==> config.mk <==
export PLATFORM = sky130hd
export DESIGN_NAME = twb_protocol
export DESIGN_NICKNAME = d
export VERILOG_FILES = /design/src/twb_sync.v /design/src/twb_protocol.v
export VERILOG_INCLUDE_DIRS = /design/src /design/src/src
export SDC_FILE = /design/constraint.sdc
export NUM_CORES = 1
export LEC_CHECK = 0
export BUFFER_PORTS_ARGS = -buffer_cell sky130_fd_sc_hd__buf_2
export CORE_MARGIN = 8
export CORE_UTILIZATION = 50
export CTS_CLUSTER_DIAMETER = 60
export DETAILED_ROUTE_END_ITERATION = 8
export GPL_TIMING_DRIVEN = 0
export PLACE_DENSITY = 0.71
export SLEW_MARGIN = 20
export SYNTH_ARGS = -nofsm -noshare
export SYNTH_HDL_FRONTEND = slang
export SYNTH_SLANG_ARGS = --single-unit
==> constraint.sdc <==
create_clock -name ref_clk_i -period 2.8 [get_ports ref_clk_i]
set_input_delay 0.42 -clock ref_clk_i [delete_from_list [all_inputs] [get_ports ref_clk_i]]
set_output_delay 0.42 -clock ref_clk_i [all_outputs]
set_load 0.005 [all_outputs]
==> src/twb_regs.vh <==
// timing constants and protocol codes of the two-wire bus protocol block
`ifndef TWB_REGS_VH
`define TWB_REGS_VH
`define TWB_CLK_HZ        125000000
`define TWB_MAX_BUS_HZ    400000
// quarter bit period at the fastest rate, in system cycles
`define TWB_QTR_CYC       (`TWB_CLK_HZ / (4 * `TWB_MAX_BUS_HZ))
`define TWB_GCALL_ADDR    7'h00
`define TWB_RSVD_HI       4'hF
`define TWB_BITS_PER_PKT  4'h9
`endif

==> src/twb_sync.v <==
// two-flop synchroniser with edge detection on the synchronised level
`timescale 1ns/1ps
module twb_sync (
    input  wire ref_clk_i,
    input  wire rst_n_i,
    input  wire async_i,
    output wire level_o,
    output wire rise_o,
    output wire fall_o
);
    reg meta_reg;
    reg sync_reg;
    reg last_reg;
    // three flops, the first read only by the second
    always @(posedge ref_clk_i) begin
        if (!rst_n_i) begin
            meta_reg <= 1'b1;
            sync_reg <= 1'b1;
            last_reg <= 1'b1;
        end else begin
            meta_reg <= async_i;
            sync_reg <= meta_reg;
            last_reg <= sync_reg;
        end
    end
    assign level_o = sync_reg;
    assign rise_o  = sync_reg & ~last_reg;
    assign fall_o  = ~sync_reg & last_reg;
endmodule

==> src/twb_protocol.v <==
// two-wire bus protocol engine: master and slave roles, start/stop, packets
`timescale 1ns/1ps
`include "twb_regs.vh"
module twb_protocol #(
    parameter QTR_CYC = `TWB_QTR_CYC
) (
    input  wire       ref_clk_i,
    input  wire       rst_n_i,
    input  wire       bus_power_gate_bit_i,
    // bus lines, open drain
    input  wire       scl_i,
    output wire       scl_o,
    output wire       scl_oe_o,
    input  wire       sda_i,
    output wire       sda_o,
    output wire       sda_oe_o,
    // slave setup
    input  wire [6:0] own_addr_i,
    input  wire       gcall_en_i,
    // master command: start, byte, stop
    input  wire       cmd_start_i,
    input  wire       cmd_write_i,
    input  wire       cmd_read_i,
    input  wire       cmd_stop_i,
    input  wire [7:0] cmd_data_i,
    input  wire       cmd_ack_i,
    output wire       cmd_ready_o,
    output reg        cmd_done_o,
    output reg        cmd_nack_o,
    // slave side user data
    input  wire [7:0] slv_tx_data_i,
    input  wire       slv_ack_i,
    output reg        slv_addr_hit_o,
    output reg        slv_read_o,
    output reg        slv_gcall_o,
    output reg        slv_rx_valid_o,
    output reg  [7:0] slv_rx_data_o,
    output reg        slv_tx_req_o,
    output reg        slv_rx_nack_o,
    // bus state and shared read data
    output reg        bus_busy_o,
    output reg  [7:0] rd_data_o,
    output reg        start_seen_o,
    output reg        stop_seen_o
);
    // ------------------------------------------------------------
    // states
    // ------------------------------------------------------------
    localparam M_IDLE  = 3'h0;
    localparam M_START = 3'h1;
    localparam M_LOW   = 3'h2;
    localparam M_HIGH  = 3'h3;
    localparam M_HOLD  = 3'h4;
    localparam M_STOP  = 3'h5;
    localparam S_IDLE  = 2'h0;
    localparam S_ADDR  = 2'h1;
    localparam S_DATA  = 2'h2;
    // four quarters per bit keep the bus at 400 kHz
    localparam [31:0] QTR_W = QTR_CYC;
    localparam [15:0] QTR   = QTR_W[15:0];

    wire scl_lvl;
    wire scl_rise;
    wire scl_fall;
    wire sda_lvl;
    wire sda_rise;
    wire sda_fall;

    reg  [2:0]  m_state_reg;
    reg  [15:0] m_cnt_reg;
    reg  [3:0]  m_bit_reg;
    reg  [8:0]  m_shift_reg;
    reg         m_rep_reg;
    reg         m_first_reg;
    reg         m_scl_low_reg;
    reg         m_sda_low_reg;
    reg  [1:0]  s_state_reg;
    reg  [3:0]  s_bit_reg;
    reg  [7:0]  s_shift_reg;
    reg  [7:0]  s_tx_reg;
    reg         s_rd_reg;
    reg         s_sda_low_reg;
    reg         s_ackbit_reg;
    reg         s_sent_ack_reg;

    wire active = ~bus_power_gate_bit_i;
    wire m_own  = m_state_reg != M_IDLE;

    // ------------------------------------------------------------
    // line sampling
    // ------------------------------------------------------------
    twb_sync u_scl (
        .ref_clk_i (ref_clk_i),
        .rst_n_i   (rst_n_i),
        .async_i   (scl_i),
        .level_o   (scl_lvl),
        .rise_o    (scl_rise),
        .fall_o    (scl_fall)
    );
    twb_sync u_sda (
        .ref_clk_i (ref_clk_i),
        .rst_n_i   (rst_n_i),
        .async_i   (sda_i),
        .level_o   (sda_lvl),
        .rise_o    (sda_rise),
        .fall_o    (sda_fall)
    );

    wire start_det = active & sda_fall & scl_lvl;
    wire stop_det  = active & sda_rise & scl_lvl;

    assign scl_o    = 1'b0;
    assign sda_o    = 1'b0;
    assign scl_oe_o = active & m_scl_low_reg;
    assign sda_oe_o = active & (m_sda_low_reg | s_sda_low_reg);

    // no new start while another master holds the bus
    assign cmd_ready_o = active & (m_state_reg == M_HOLD ||
                         (m_state_reg == M_IDLE && !bus_busy_o));

    // ------------------------------------------------------------
    // bus busy tracking and condition flags
    // ------------------------------------------------------------
    always @(posedge ref_clk_i) begin
        if (!rst_n_i || !active) begin
            bus_busy_o   <= 1'b0;
            start_seen_o <= 1'b0;
            stop_seen_o  <= 1'b0;
        end else begin
            start_seen_o <= start_det;
            stop_seen_o  <= stop_det;
            if (start_det)
                bus_busy_o <= 1'b1;
            else if (stop_det)
                bus_busy_o <= 1'b0;
        end
    end

    // ------------------------------------------------------------
    // master engine: one bit per four quarter periods
    // ------------------------------------------------------------
    always @(posedge ref_clk_i) begin
        if (!rst_n_i || !active) begin
            m_state_reg   <= M_IDLE;
            m_cnt_reg     <= 16'h0000;
            m_bit_reg     <= 4'h0;
            m_shift_reg   <= 9'h1FF;
            m_rep_reg     <= 1'b0;
            m_first_reg   <= 1'b0;
            m_scl_low_reg <= 1'b0;
            m_sda_low_reg <= 1'b0;
            cmd_done_o    <= 1'b0;
            cmd_nack_o    <= 1'b0;
            rd_data_o     <= 8'h00;
        end else begin
            cmd_done_o <= 1'b0;
            if (m_cnt_reg != 16'h0000)
                m_cnt_reg <= m_cnt_reg - 16'h0001;
            case (m_state_reg)
                M_IDLE: begin
                    if (cmd_start_i && !bus_busy_o) begin
                        m_state_reg <= M_START;
                        m_rep_reg   <= 1'b0;
                        m_cnt_reg   <= QTR + QTR;
                    end
                end
                M_START: begin
                    // data falls only with clock released high
                    if (m_cnt_reg == QTR && scl_lvl && sda_lvl)
                        m_sda_low_reg <= 1'b1;
                    else if (m_cnt_reg == 16'h0000) begin
                        m_scl_low_reg <= 1'b1;
                        m_first_reg   <= 1'b1;
                        m_state_reg   <= M_HOLD;
                        cmd_done_o    <= 1'b1;
                    end
                end
                M_HOLD: begin
                    // clock parked low awaiting the next command
                    if (cmd_write_i || cmd_read_i) begin
                        // msb first, ninth slot is acknowledge
                        m_shift_reg <= cmd_read_i ? {8'hFF, ~cmd_ack_i}
                                                  : {cmd_data_i, 1'b1};
                        m_bit_reg   <= 4'h0;
                        m_cnt_reg   <= QTR + QTR;
                        m_state_reg <= M_LOW;
                    end else if (cmd_start_i) begin
                        m_rep_reg     <= 1'b1;
                        m_sda_low_reg <= 1'b0;
                        m_cnt_reg     <= QTR;
                        m_state_reg   <= M_STOP;
                    end else if (cmd_stop_i && !m_first_reg) begin
                        // stop after any packet, acked or not
                        m_sda_low_reg <= 1'b1;
                        m_rep_reg     <= 1'b0;
                        m_cnt_reg     <= QTR;
                        m_state_reg   <= M_STOP;
                    end
                end
                M_LOW: begin
                    // data changes only in the low phase
                    if (m_cnt_reg == QTR) // middle of the low half
                        m_sda_low_reg <= ~m_shift_reg[8];
                    if (m_cnt_reg == 16'h0000) begin
                        m_scl_low_reg <= 1'b0;
                        m_state_reg   <= M_HIGH;
                        m_cnt_reg     <= QTR + QTR;
                    end
                end
                M_HIGH: begin
                    // wait while a slave stretches the clock
                    // high time counts once the line is high
                    if (!scl_lvl)
                        m_cnt_reg <= QTR + QTR;
                    else if (m_cnt_reg == 16'h0000) begin
                        m_scl_low_reg <= 1'b1;
                        m_shift_reg   <= {m_shift_reg[7:0], sda_lvl};
                        m_cnt_reg     <= QTR + QTR;
                        if (m_bit_reg == `TWB_BITS_PER_PKT - 4'h1) begin
                            cmd_nack_o  <= sda_lvl;
                            rd_data_o   <= m_shift_reg[7:0];
                            cmd_done_o  <= 1'b1;
                            m_first_reg <= 1'b0;
                            m_state_reg <= M_HOLD;
                        end else begin
                            m_bit_reg   <= m_bit_reg + 4'h1;
                            m_state_reg <= M_LOW;
                        end
                    end
                end
                M_STOP: begin
                    // release clock, then move data with clock high
                    if (m_cnt_reg == 16'h0000 && m_scl_low_reg) begin
                        m_scl_low_reg <= 1'b0;
                        m_cnt_reg     <= QTR + QTR;
                    end else if (m_cnt_reg == 16'h0000 && scl_lvl) begin
                        // stop is a rising data edge with clock high
                        m_sda_low_reg <= 1'b0;
                        if (m_rep_reg) begin
                            m_cnt_reg   <= QTR + QTR;
                            m_state_reg <= M_START;
                        end else begin
                            m_state_reg <= M_IDLE;
                            cmd_done_o  <= 1'b1;
                        end
                    end else if (!scl_lvl && !m_scl_low_reg)
                        m_cnt_reg <= QTR + QTR;
                end
                default: m_state_reg <= M_IDLE;
            endcase
        end
    end

    // ------------------------------------------------------------
    // slave engine: shifts on clock edges seen on the line
    // ------------------------------------------------------------
    wire [6:0] rx_addr    = s_shift_reg[6:0];
    wire       rsvd_addr  = rx_addr[6:3] == `TWB_RSVD_HI;
    // general call accepted with write bit only
    wire       gcall_hit  = gcall_en_i && rx_addr == `TWB_GCALL_ADDR && !sda_lvl;
    wire       own_hit    = rx_addr == own_addr_i && !rsvd_addr &&
                            own_addr_i != `TWB_GCALL_ADDR;

    always @(posedge ref_clk_i) begin
        if (!rst_n_i || !active) begin
            s_state_reg    <= S_IDLE;
            s_bit_reg      <= 4'h0;
            s_shift_reg    <= 8'h00;
            s_tx_reg       <= 8'hFF;
            s_rd_reg       <= 1'b0;
            s_sda_low_reg  <= 1'b0;
            s_ackbit_reg   <= 1'b0;
            s_sent_ack_reg <= 1'b0;
            slv_addr_hit_o <= 1'b0;
            slv_read_o     <= 1'b0;
            slv_gcall_o    <= 1'b0;
            slv_rx_valid_o <= 1'b0;
            slv_rx_data_o  <= 8'h00;
            slv_tx_req_o   <= 1'b0;
            slv_rx_nack_o  <= 1'b0;
        end else begin
            slv_addr_hit_o <= 1'b0;
            slv_rx_valid_o <= 1'b0;
            slv_tx_req_o   <= 1'b0;
            slv_rx_nack_o  <= 1'b0;
            if (start_det && !m_own) begin
                s_state_reg   <= S_ADDR;
                // the start's own clock fall wraps this to zero
                s_bit_reg     <= 4'hF;
                s_sda_low_reg <= 1'b0;
            end else if (stop_det) begin
                s_state_reg   <= S_IDLE;
                s_sda_low_reg <= 1'b0;
            end else if (s_state_reg != S_IDLE && scl_rise) begin
                if (s_bit_reg == 4'h8) begin
                    // acknowledge slot sampled by the transmitter side
                    if (s_rd_reg && s_state_reg == S_DATA && sda_lvl) begin
                        slv_rx_nack_o <= 1'b1;
                        s_state_reg   <= S_IDLE;
                    end
                end else if (s_bit_reg == 4'h7 && s_state_reg == S_ADDR) begin
                    // matched slave will pull the ninth bit low
                    s_rd_reg       <= sda_lvl;
                    s_ackbit_reg   <= own_hit | gcall_hit;
                    slv_addr_hit_o <= own_hit | gcall_hit;
                    slv_read_o     <= sda_lvl;
                    slv_gcall_o    <= gcall_hit;
                    if (!(own_hit | gcall_hit))
                        s_state_reg <= S_IDLE;
                end else begin
                    s_shift_reg <= {s_shift_reg[6:0], sda_lvl};
                    if (s_bit_reg == 4'h7 && !s_rd_reg) begin
                        slv_rx_valid_o <= 1'b1;
                        slv_rx_data_o  <= {s_shift_reg[6:0], sda_lvl};
                        // user withholds ack for final byte
                        s_ackbit_reg   <= slv_ack_i;
                    end
                end
            end else if (s_state_reg != S_IDLE && scl_fall) begin
                s_bit_reg <= (s_bit_reg == 4'h8) ? 4'h0 : s_bit_reg + 4'h1;
                if (s_bit_reg == 4'h7) begin
                    s_sent_ack_reg <= ~(s_rd_reg & s_state_reg == S_DATA);
                    s_sda_low_reg  <= ~(s_rd_reg & s_state_reg == S_DATA) & s_ackbit_reg;
                end else if (s_bit_reg == 4'h8) begin
                    if (s_state_reg == S_ADDR)
                        s_state_reg <= S_DATA;
                    if (s_rd_reg && (s_state_reg == S_ADDR || !sda_lvl)) begin
                        // slave transmits next byte, msb first
                        s_tx_reg      <= {slv_tx_data_i[6:0], 1'b1};
                        s_sda_low_reg <= ~slv_tx_data_i[7];
                        slv_tx_req_o  <= 1'b1;
                    end else
                        s_sda_low_reg <= 1'b0;
                    // a write nacked by us ends participation
                    if (!s_rd_reg && s_sent_ack_reg && !s_ackbit_reg)
                        s_state_reg <= S_IDLE;
                end else if (s_rd_reg && s_state_reg == S_DATA) begin
                    s_sda_low_reg <= ~s_tx_reg[7];
                    s_tx_reg      <= {s_tx_reg[6:0], 1'b1};
                end
            end
        end
    end
endmodule

== Yosys cells after proc, flatten, opt, wreduce, memory -nomap -nowiden ==
Index checks and enable logic that the tools add are counted.

* Flip-flop bits (word level): 93
* Latch bits: 0
* RAM bits: 0
* Bits in read-only memories: 0
* Bits of input ports: 35
* Output and inout port bits: 32
* Word-level logic and storage cells: 294
* Memories kept: 0

* Add/sub/neg operators: 3
* Multipliers: 0
* Div/mod/pow operators: 0
* Order comparisons: 0
* Eq/ne operators: 39
* Shift-type cells: 0
* Mux-type cells: 101
* Bitwise operators: 32
* Reduce and logical (&&, ||, !) cells: 84

{| class="wikitable"
|+ Operator list
! cell !! number
|-
| two-way mux 16 bit || 11
|-
| case mux 16 bit (5 select lines) || 1
|-
| two-way mux 1 bit || 43
|-
| two-way mux 3 bit || 12
|-
| two-way mux 4 bit || 9
|-
| two-way mux 9 bit || 4
|-
| inequality test 2 bit (second input constant) || 15
|-
| AND reduction 5 bit || 6
|-
| AND reduction 7 bit || 4
|-
| two-way mux 8 bit || 3
|-
| logical AND 1 bit || 22
|-
| nonzero test 2 bit || 11
|-
| two-way mux 2 bit || 10
|-
| nonzero test 4 bit || 5
|-
| case mux 3 bit (6 select lines) || 1
|-
| case mux 9 bit (2 select lines) || 1
|-
| NOT 1 bit || 17
|-
| equality test 16 x 7 -> 1 bit (second input constant) || 1
|-
| zero test 16 bit || 1
|-
| nonzero test 16 bit || 1
|-
| subtractor 16 x 1 -> 16 bit (second input constant) || 1
|-
| AND 1 bit || 13
|-
| equality test 4 bit (second input constant) || 3
|-
| AND reduction 4 bit || 3
|-
| 32 further kinds || 61
|}

== Longest topological paths before layout ==
* Word-level depth: 11
* Gate-level depth with buffers: 10
* Mapped depth without buffers: 9

== Modules after synthesis ==
Synthesis repeated with hierarchy kept, for this count alone.

* Cell total of the unflattened synthesis: 609
* Area total of the unflattened synthesis: 5056.1 um^2

{| class="wikitable"
|+ By module, submodules not included
! module !! times used !! cells an instance !! area each (um^2) !! seq. area each (um^2)
|-
| twb_protocol || 1 || 593 || 4873.4 || 1721.7
|-
| twb_sync || 2 || 8 || 91.3 || 60.1
|}

== Worst setup path before layout ==
No wires, ideal clock.

* Kind: register to register
* From: register m_cnt_reg[0]
* To: register m_cnt_reg[10]
* Setup time: 0.129 ns
* Arrival: 2.094 ns
* Required time: 2.671 ns
* Path slack: 0.576 ns
* Cell stages (with the launch flop): 9
* Path buffers: 1
* Clock period less this slack: 2.224 ns
* Cell sequence: dfxtp_1 > inv_1 > ha_1 > or3b_1 > buf_2 > nor4_4 > a22oi_1 > o31ai_4 > nor2_1

* Cells in the longest elaborated chain, start to end: 6
* Elaborated cells between the ends (all ways): 17
* Those cells by class: add/sub: 1; mux: 12; reduce/logical: 4

{| class="wikitable"
|+ RTL lines
! item !! line !! source
|-
| start, declared || twb_protocol.v:70 || <nowiki>reg [15:0] m_cnt_reg;</nowiki>
|-
| start signal, assigned || twb_protocol.v:158 || <nowiki>m_cnt_reg <= m_cnt_reg - 16'h0001;</nowiki>
|-
| start signal, assigned || twb_protocol.v:164 || <nowiki>m_cnt_reg <= QTR + QTR;</nowiki>
|-
| start signal, assigned || twb_protocol.v:185 || <nowiki>m_cnt_reg <= QTR + QTR;</nowiki>
|-
| subtractor 16 x 1 -> 16 bit or nonzero test 16 bit (tied branches) || twb_protocol.v:158, twb_protocol.v:157 ||
|-
| two-way mux 16 bit || twb_protocol.v:157 || <nowiki>if (m_cnt_reg != 16'h0000)</nowiki>
|-
| two-way mux 16 bit, on equally long branches || twb_protocol.v:246, twb_protocol.v:192, twb_protocol.v:239 ||
|-
| two-way mux 16 bit, on equally long branches || twb_protocol.v:236, twb_protocol.v:187 ||
|-
| two-way mux 16 bit, on equally long branches || twb_protocol.v:233, twb_protocol.v:180 ||
|-
| case mux 16 bit (5 select lines) (*) || twb_protocol.v:159 || <nowiki>case (m_state_reg)</nowiki>
|}

Every way passes the cells marked *; elsewhere a longest branch is shown, timed or not.
A chain may end at the register's enable or synchronous reset.

== Worst setup path after layout ==
* From: register m_state_reg[1]
* To: register m_cnt_reg[2]

* Cells in the longest elaborated chain, start to end: 2
* Elaborated cells between the ends (all ways): 6
* Those cells by class: eq/ne: 4; mux: 1; reduce/logical: 1

{| class="wikitable"
|+ RTL lines
! item !! line !! source
|-
| start, declared || twb_protocol.v:69 || <nowiki>reg [2:0] m_state_reg;</nowiki>
|-
| start signal, assigned || twb_protocol.v:144 || <nowiki>m_state_reg <= M_IDLE;</nowiki>
|-
| start signal, assigned || twb_protocol.v:162 || <nowiki>m_state_reg <= M_START;</nowiki>
|-
| start signal, assigned || twb_protocol.v:174 || <nowiki>m_state_reg <= M_HOLD;</nowiki>
|-
| equality test 3 bit, or another cell as far along || twb_protocol.v:159 ||
|-
| case mux 16 bit (5 select lines) (*) || twb_protocol.v:159 ||
|}

Marks and branches as above.

==> impl_results.md <==
* DP HPWL at 10,500 microns
* N_diodes at 0
* Core area at 9590 sq um
* Max-cap violations at 0
* Buffer and inverter count on the worst path at 2
* Least-Margin Pin Slew at 0.993 ns
* DRC viols at 0
* Met3 Usage GRT at 6.86%
* Yosys top cell area share at 38.1%
* CTS max path bufs at 2
* Rel. slew slack at 32.8%
* Share of layout cells above drive strength 1 at 15.0%
* Worst-Skew Late Latency at 0.38 ns
* # rows at 36
* First-pass GRT wire length at 23,400 microns
* Slowest cell on crit path: a2111oi_0
* Vias in the first global route at 4,660
* Setup violations, final at 0
* Cell variety after synth at 69
* Unrepaired setup endpoints after global routing: false
* Hold crit path type: input port to flip-flop
* Initial DRC count at 299
* Crit path max-delay family: compound AO/OA/AOI/OAI gates
* Power Density at 625 nW/um^2
* Grt met2 use at 34.9%
* Final hold vios at 0
* All-layer global routing usage at 22.4%
* Total routed wirelength at 14,000 microns
* Max incr delay on CP at 0.74 ns
* Max Clk Rate at 0.385 GHz
* CTS tree: yes
* Most frequent cell after synthesis: dfxtp_1
* Most used cell, CP: clkbuf_1
* Critical Path, Cell by Cell: clkbuf_1 > clkbuf_1 > nor4_1 > a2111oi_0 > a21boi_1 > a21o_1
* ANT nets after route at 0
* Fin nets at 717
* Clock Skew at 0.0111 ns
* Largest register FFs at 16
* Port Buf Inserts at 64
* Root Driver: clkbuf_8
* CTS buffer count at 9
* Synth async-reset ratio at 0%
* Initial antenna violation count at 0
* Ports at 67
* Min Tclk post-route at 2.60 ns
* Met1 Use GR at 28.0%
* Crit start category: flip-flop
* Crit Path Class: flip-flop to flip-flop
* Sequential area share after synthesis at 38.1%
* Layer with the highest usage: met2
* H-tree depth at 3
* Die area at 13,100 sq um
* Synth area leaders: dfxtp_1, nor2_1, mux2i_1
* DIE HEIGHT at 114 microns
* Setup TNS at 0 ns
* Sink Count at 92
* Critical Path RT at 3.08 ns
* Post-synth top cells: dfxtp_1, nor2_1, nand2_1, a21oi_1, clkbuf_1
* Die width at 114 microns
* Slew Viols, Final at 0
* Tcrit/Tclk final at 92.8%
* Nature of the critical path endpoint: flip-flop
* Initial Util at 50.4%
* Maximum number of pins on one net before global-route repair at 17
* Mapped Avg Cell Area at 8.10 sq um
* Yosys warnings at 0
* Vias/cell at 5.92
* Vias at 4,806
* Static leakage at 2.23 nW
* Max FO, Critical Path at 10
* Post-synth EDFFs at 0
* Outcome: complete, no violations
* DR WL/cell at 17.3 microns
* Overflow after GRT at 0
* Critical Path AT at 2.88 ns
* First drt pass iteration count at 5
* Synth area leader: dfxtp_1
* Total power at 3.47 mW
* Peak supply drop at 0.484 mV
* Gate Count Post-Synth at 597
* Yosys reg bits at 92
* Dominant synthesized flop cell: dfxtp_1
* Worst-path clk slew at 0.10 ns
* GP Congestion at 0.925
* Post-Syn Area at 4840 sq um
* Area grow syn2layout at 14.9%
metal layers:
metal  wire length (microns)  share of wire [%]  vias up
met3                    1030                7.3       36
met1                    6130                 44     2260
li1                        -                  -     2320
met5                       0                  0        -
met2                    6500                 46      190
met4                     357                2.5        0
final timing paths:
path / from / cells past startpoint / endpoint / slack [ns]
worst max-delay path: m_state_reg[1]$_SDFFE_PP0P_ / 6 / m_cnt_reg[2]$_SDFF_PP0_ / 0.20
worst min-delay path: scl_i / 2 / u_scl.meta_reg$_SDFF_PN1_ / 0.22
worst max register to register: m_state_reg[1]$_SDFFE_PP0P_ / 6 / m_cnt_reg[2]$_SDFF_PP0_ / 0.20
worst min register to register: u_sda.meta_reg$_SDFF_PN1_ / 1 / u_sda.level_o$_SDFF_PN1_ / 0.42
timing repair:
| action | CTS | global route |
|---|---|---|
| gates resized for setup | 2 | 4 |
| gates cloned | 0 | 0 |
| setup endpoints to repair | 1 | 35 |
| hold buffers | 0 | 0 |
| buffers inserted | 0 | 1 |
| pin swaps | 0 | 1 |
cells by family after synthesis:
logic type	after synthesis	synth area share, %
xor+xnor	18	3.26
simple gates	275	29.2
other cells	1	0.0775
fa+ha+maj	8	2.07
mux	23	4.79
buf+inv	48	3.96
compound gates	132	18.5
flops	92	38.1
placed cells by master (no fill, tap or decap), types with 3 or more instances in the layout:
cell type,n
o21ai_0,23
o211ai_1,8
mux2i_1,22
nand4_1,8
nor2b_1,8
and3_1,4
clkbuf_8,10
and2_1,4
xor2_1,6
nand3b_1,5
dfxtp_1,92
and3b_1,5
or4_1,5
ha_1,8
o31ai_1,3
buf_2,67
nand2b_1,18
clkbuf_1,27
xnor2_1,12
buf_4,3
nor3_1,27
a211o_1,3
a21oi_1,32
inv_1,12
nor4_1,10
o311ai_1,14
nand2_1,57
a31oi_1,5
a21o_1,3
o21ai_1,8
or3_1,7
nor2_1,77
nand3_1,21
a211oi_1,7
final cells by class:
class / count / area, sq um
plain buffers: 35 / 145
clock buffers: 10 / 138
clock inverters: 6 / 71.3
fillers: 924 / 4040
inverters: 13 / 48.8
multi-input cells: 458 / 2820
flip-flops and latches: 92 / 1840
well taps: 133 / 166
repair buffers: 65 / 328
power breakdown:
part	internal, mW	total, mW	switching, mW
clock	0.443	0.937	0.495
sequential	1.37	1.43	0.0652
combinational	0.448	1.10	0.656
per-stage QoR:
stage	cells	instance area, sq um	hold WS, ns	setup slack [ns]	utilization, %
6_report	812	5560	0.218	0.202	57.9
5_1_grt	812	5560	0.214	0.0288	57.9
4_1_cts	811	5540	0.200	0.0960	57.7
3_5_place_dp	795	5330	0.402	0.117	55.5
3_3_place_gp	795	5330	0.406	0.153	55.5
2_1_floorplan	598	4840	0.386	0.576	-
No activity file was read; power rests on OpenSTA's default activity.
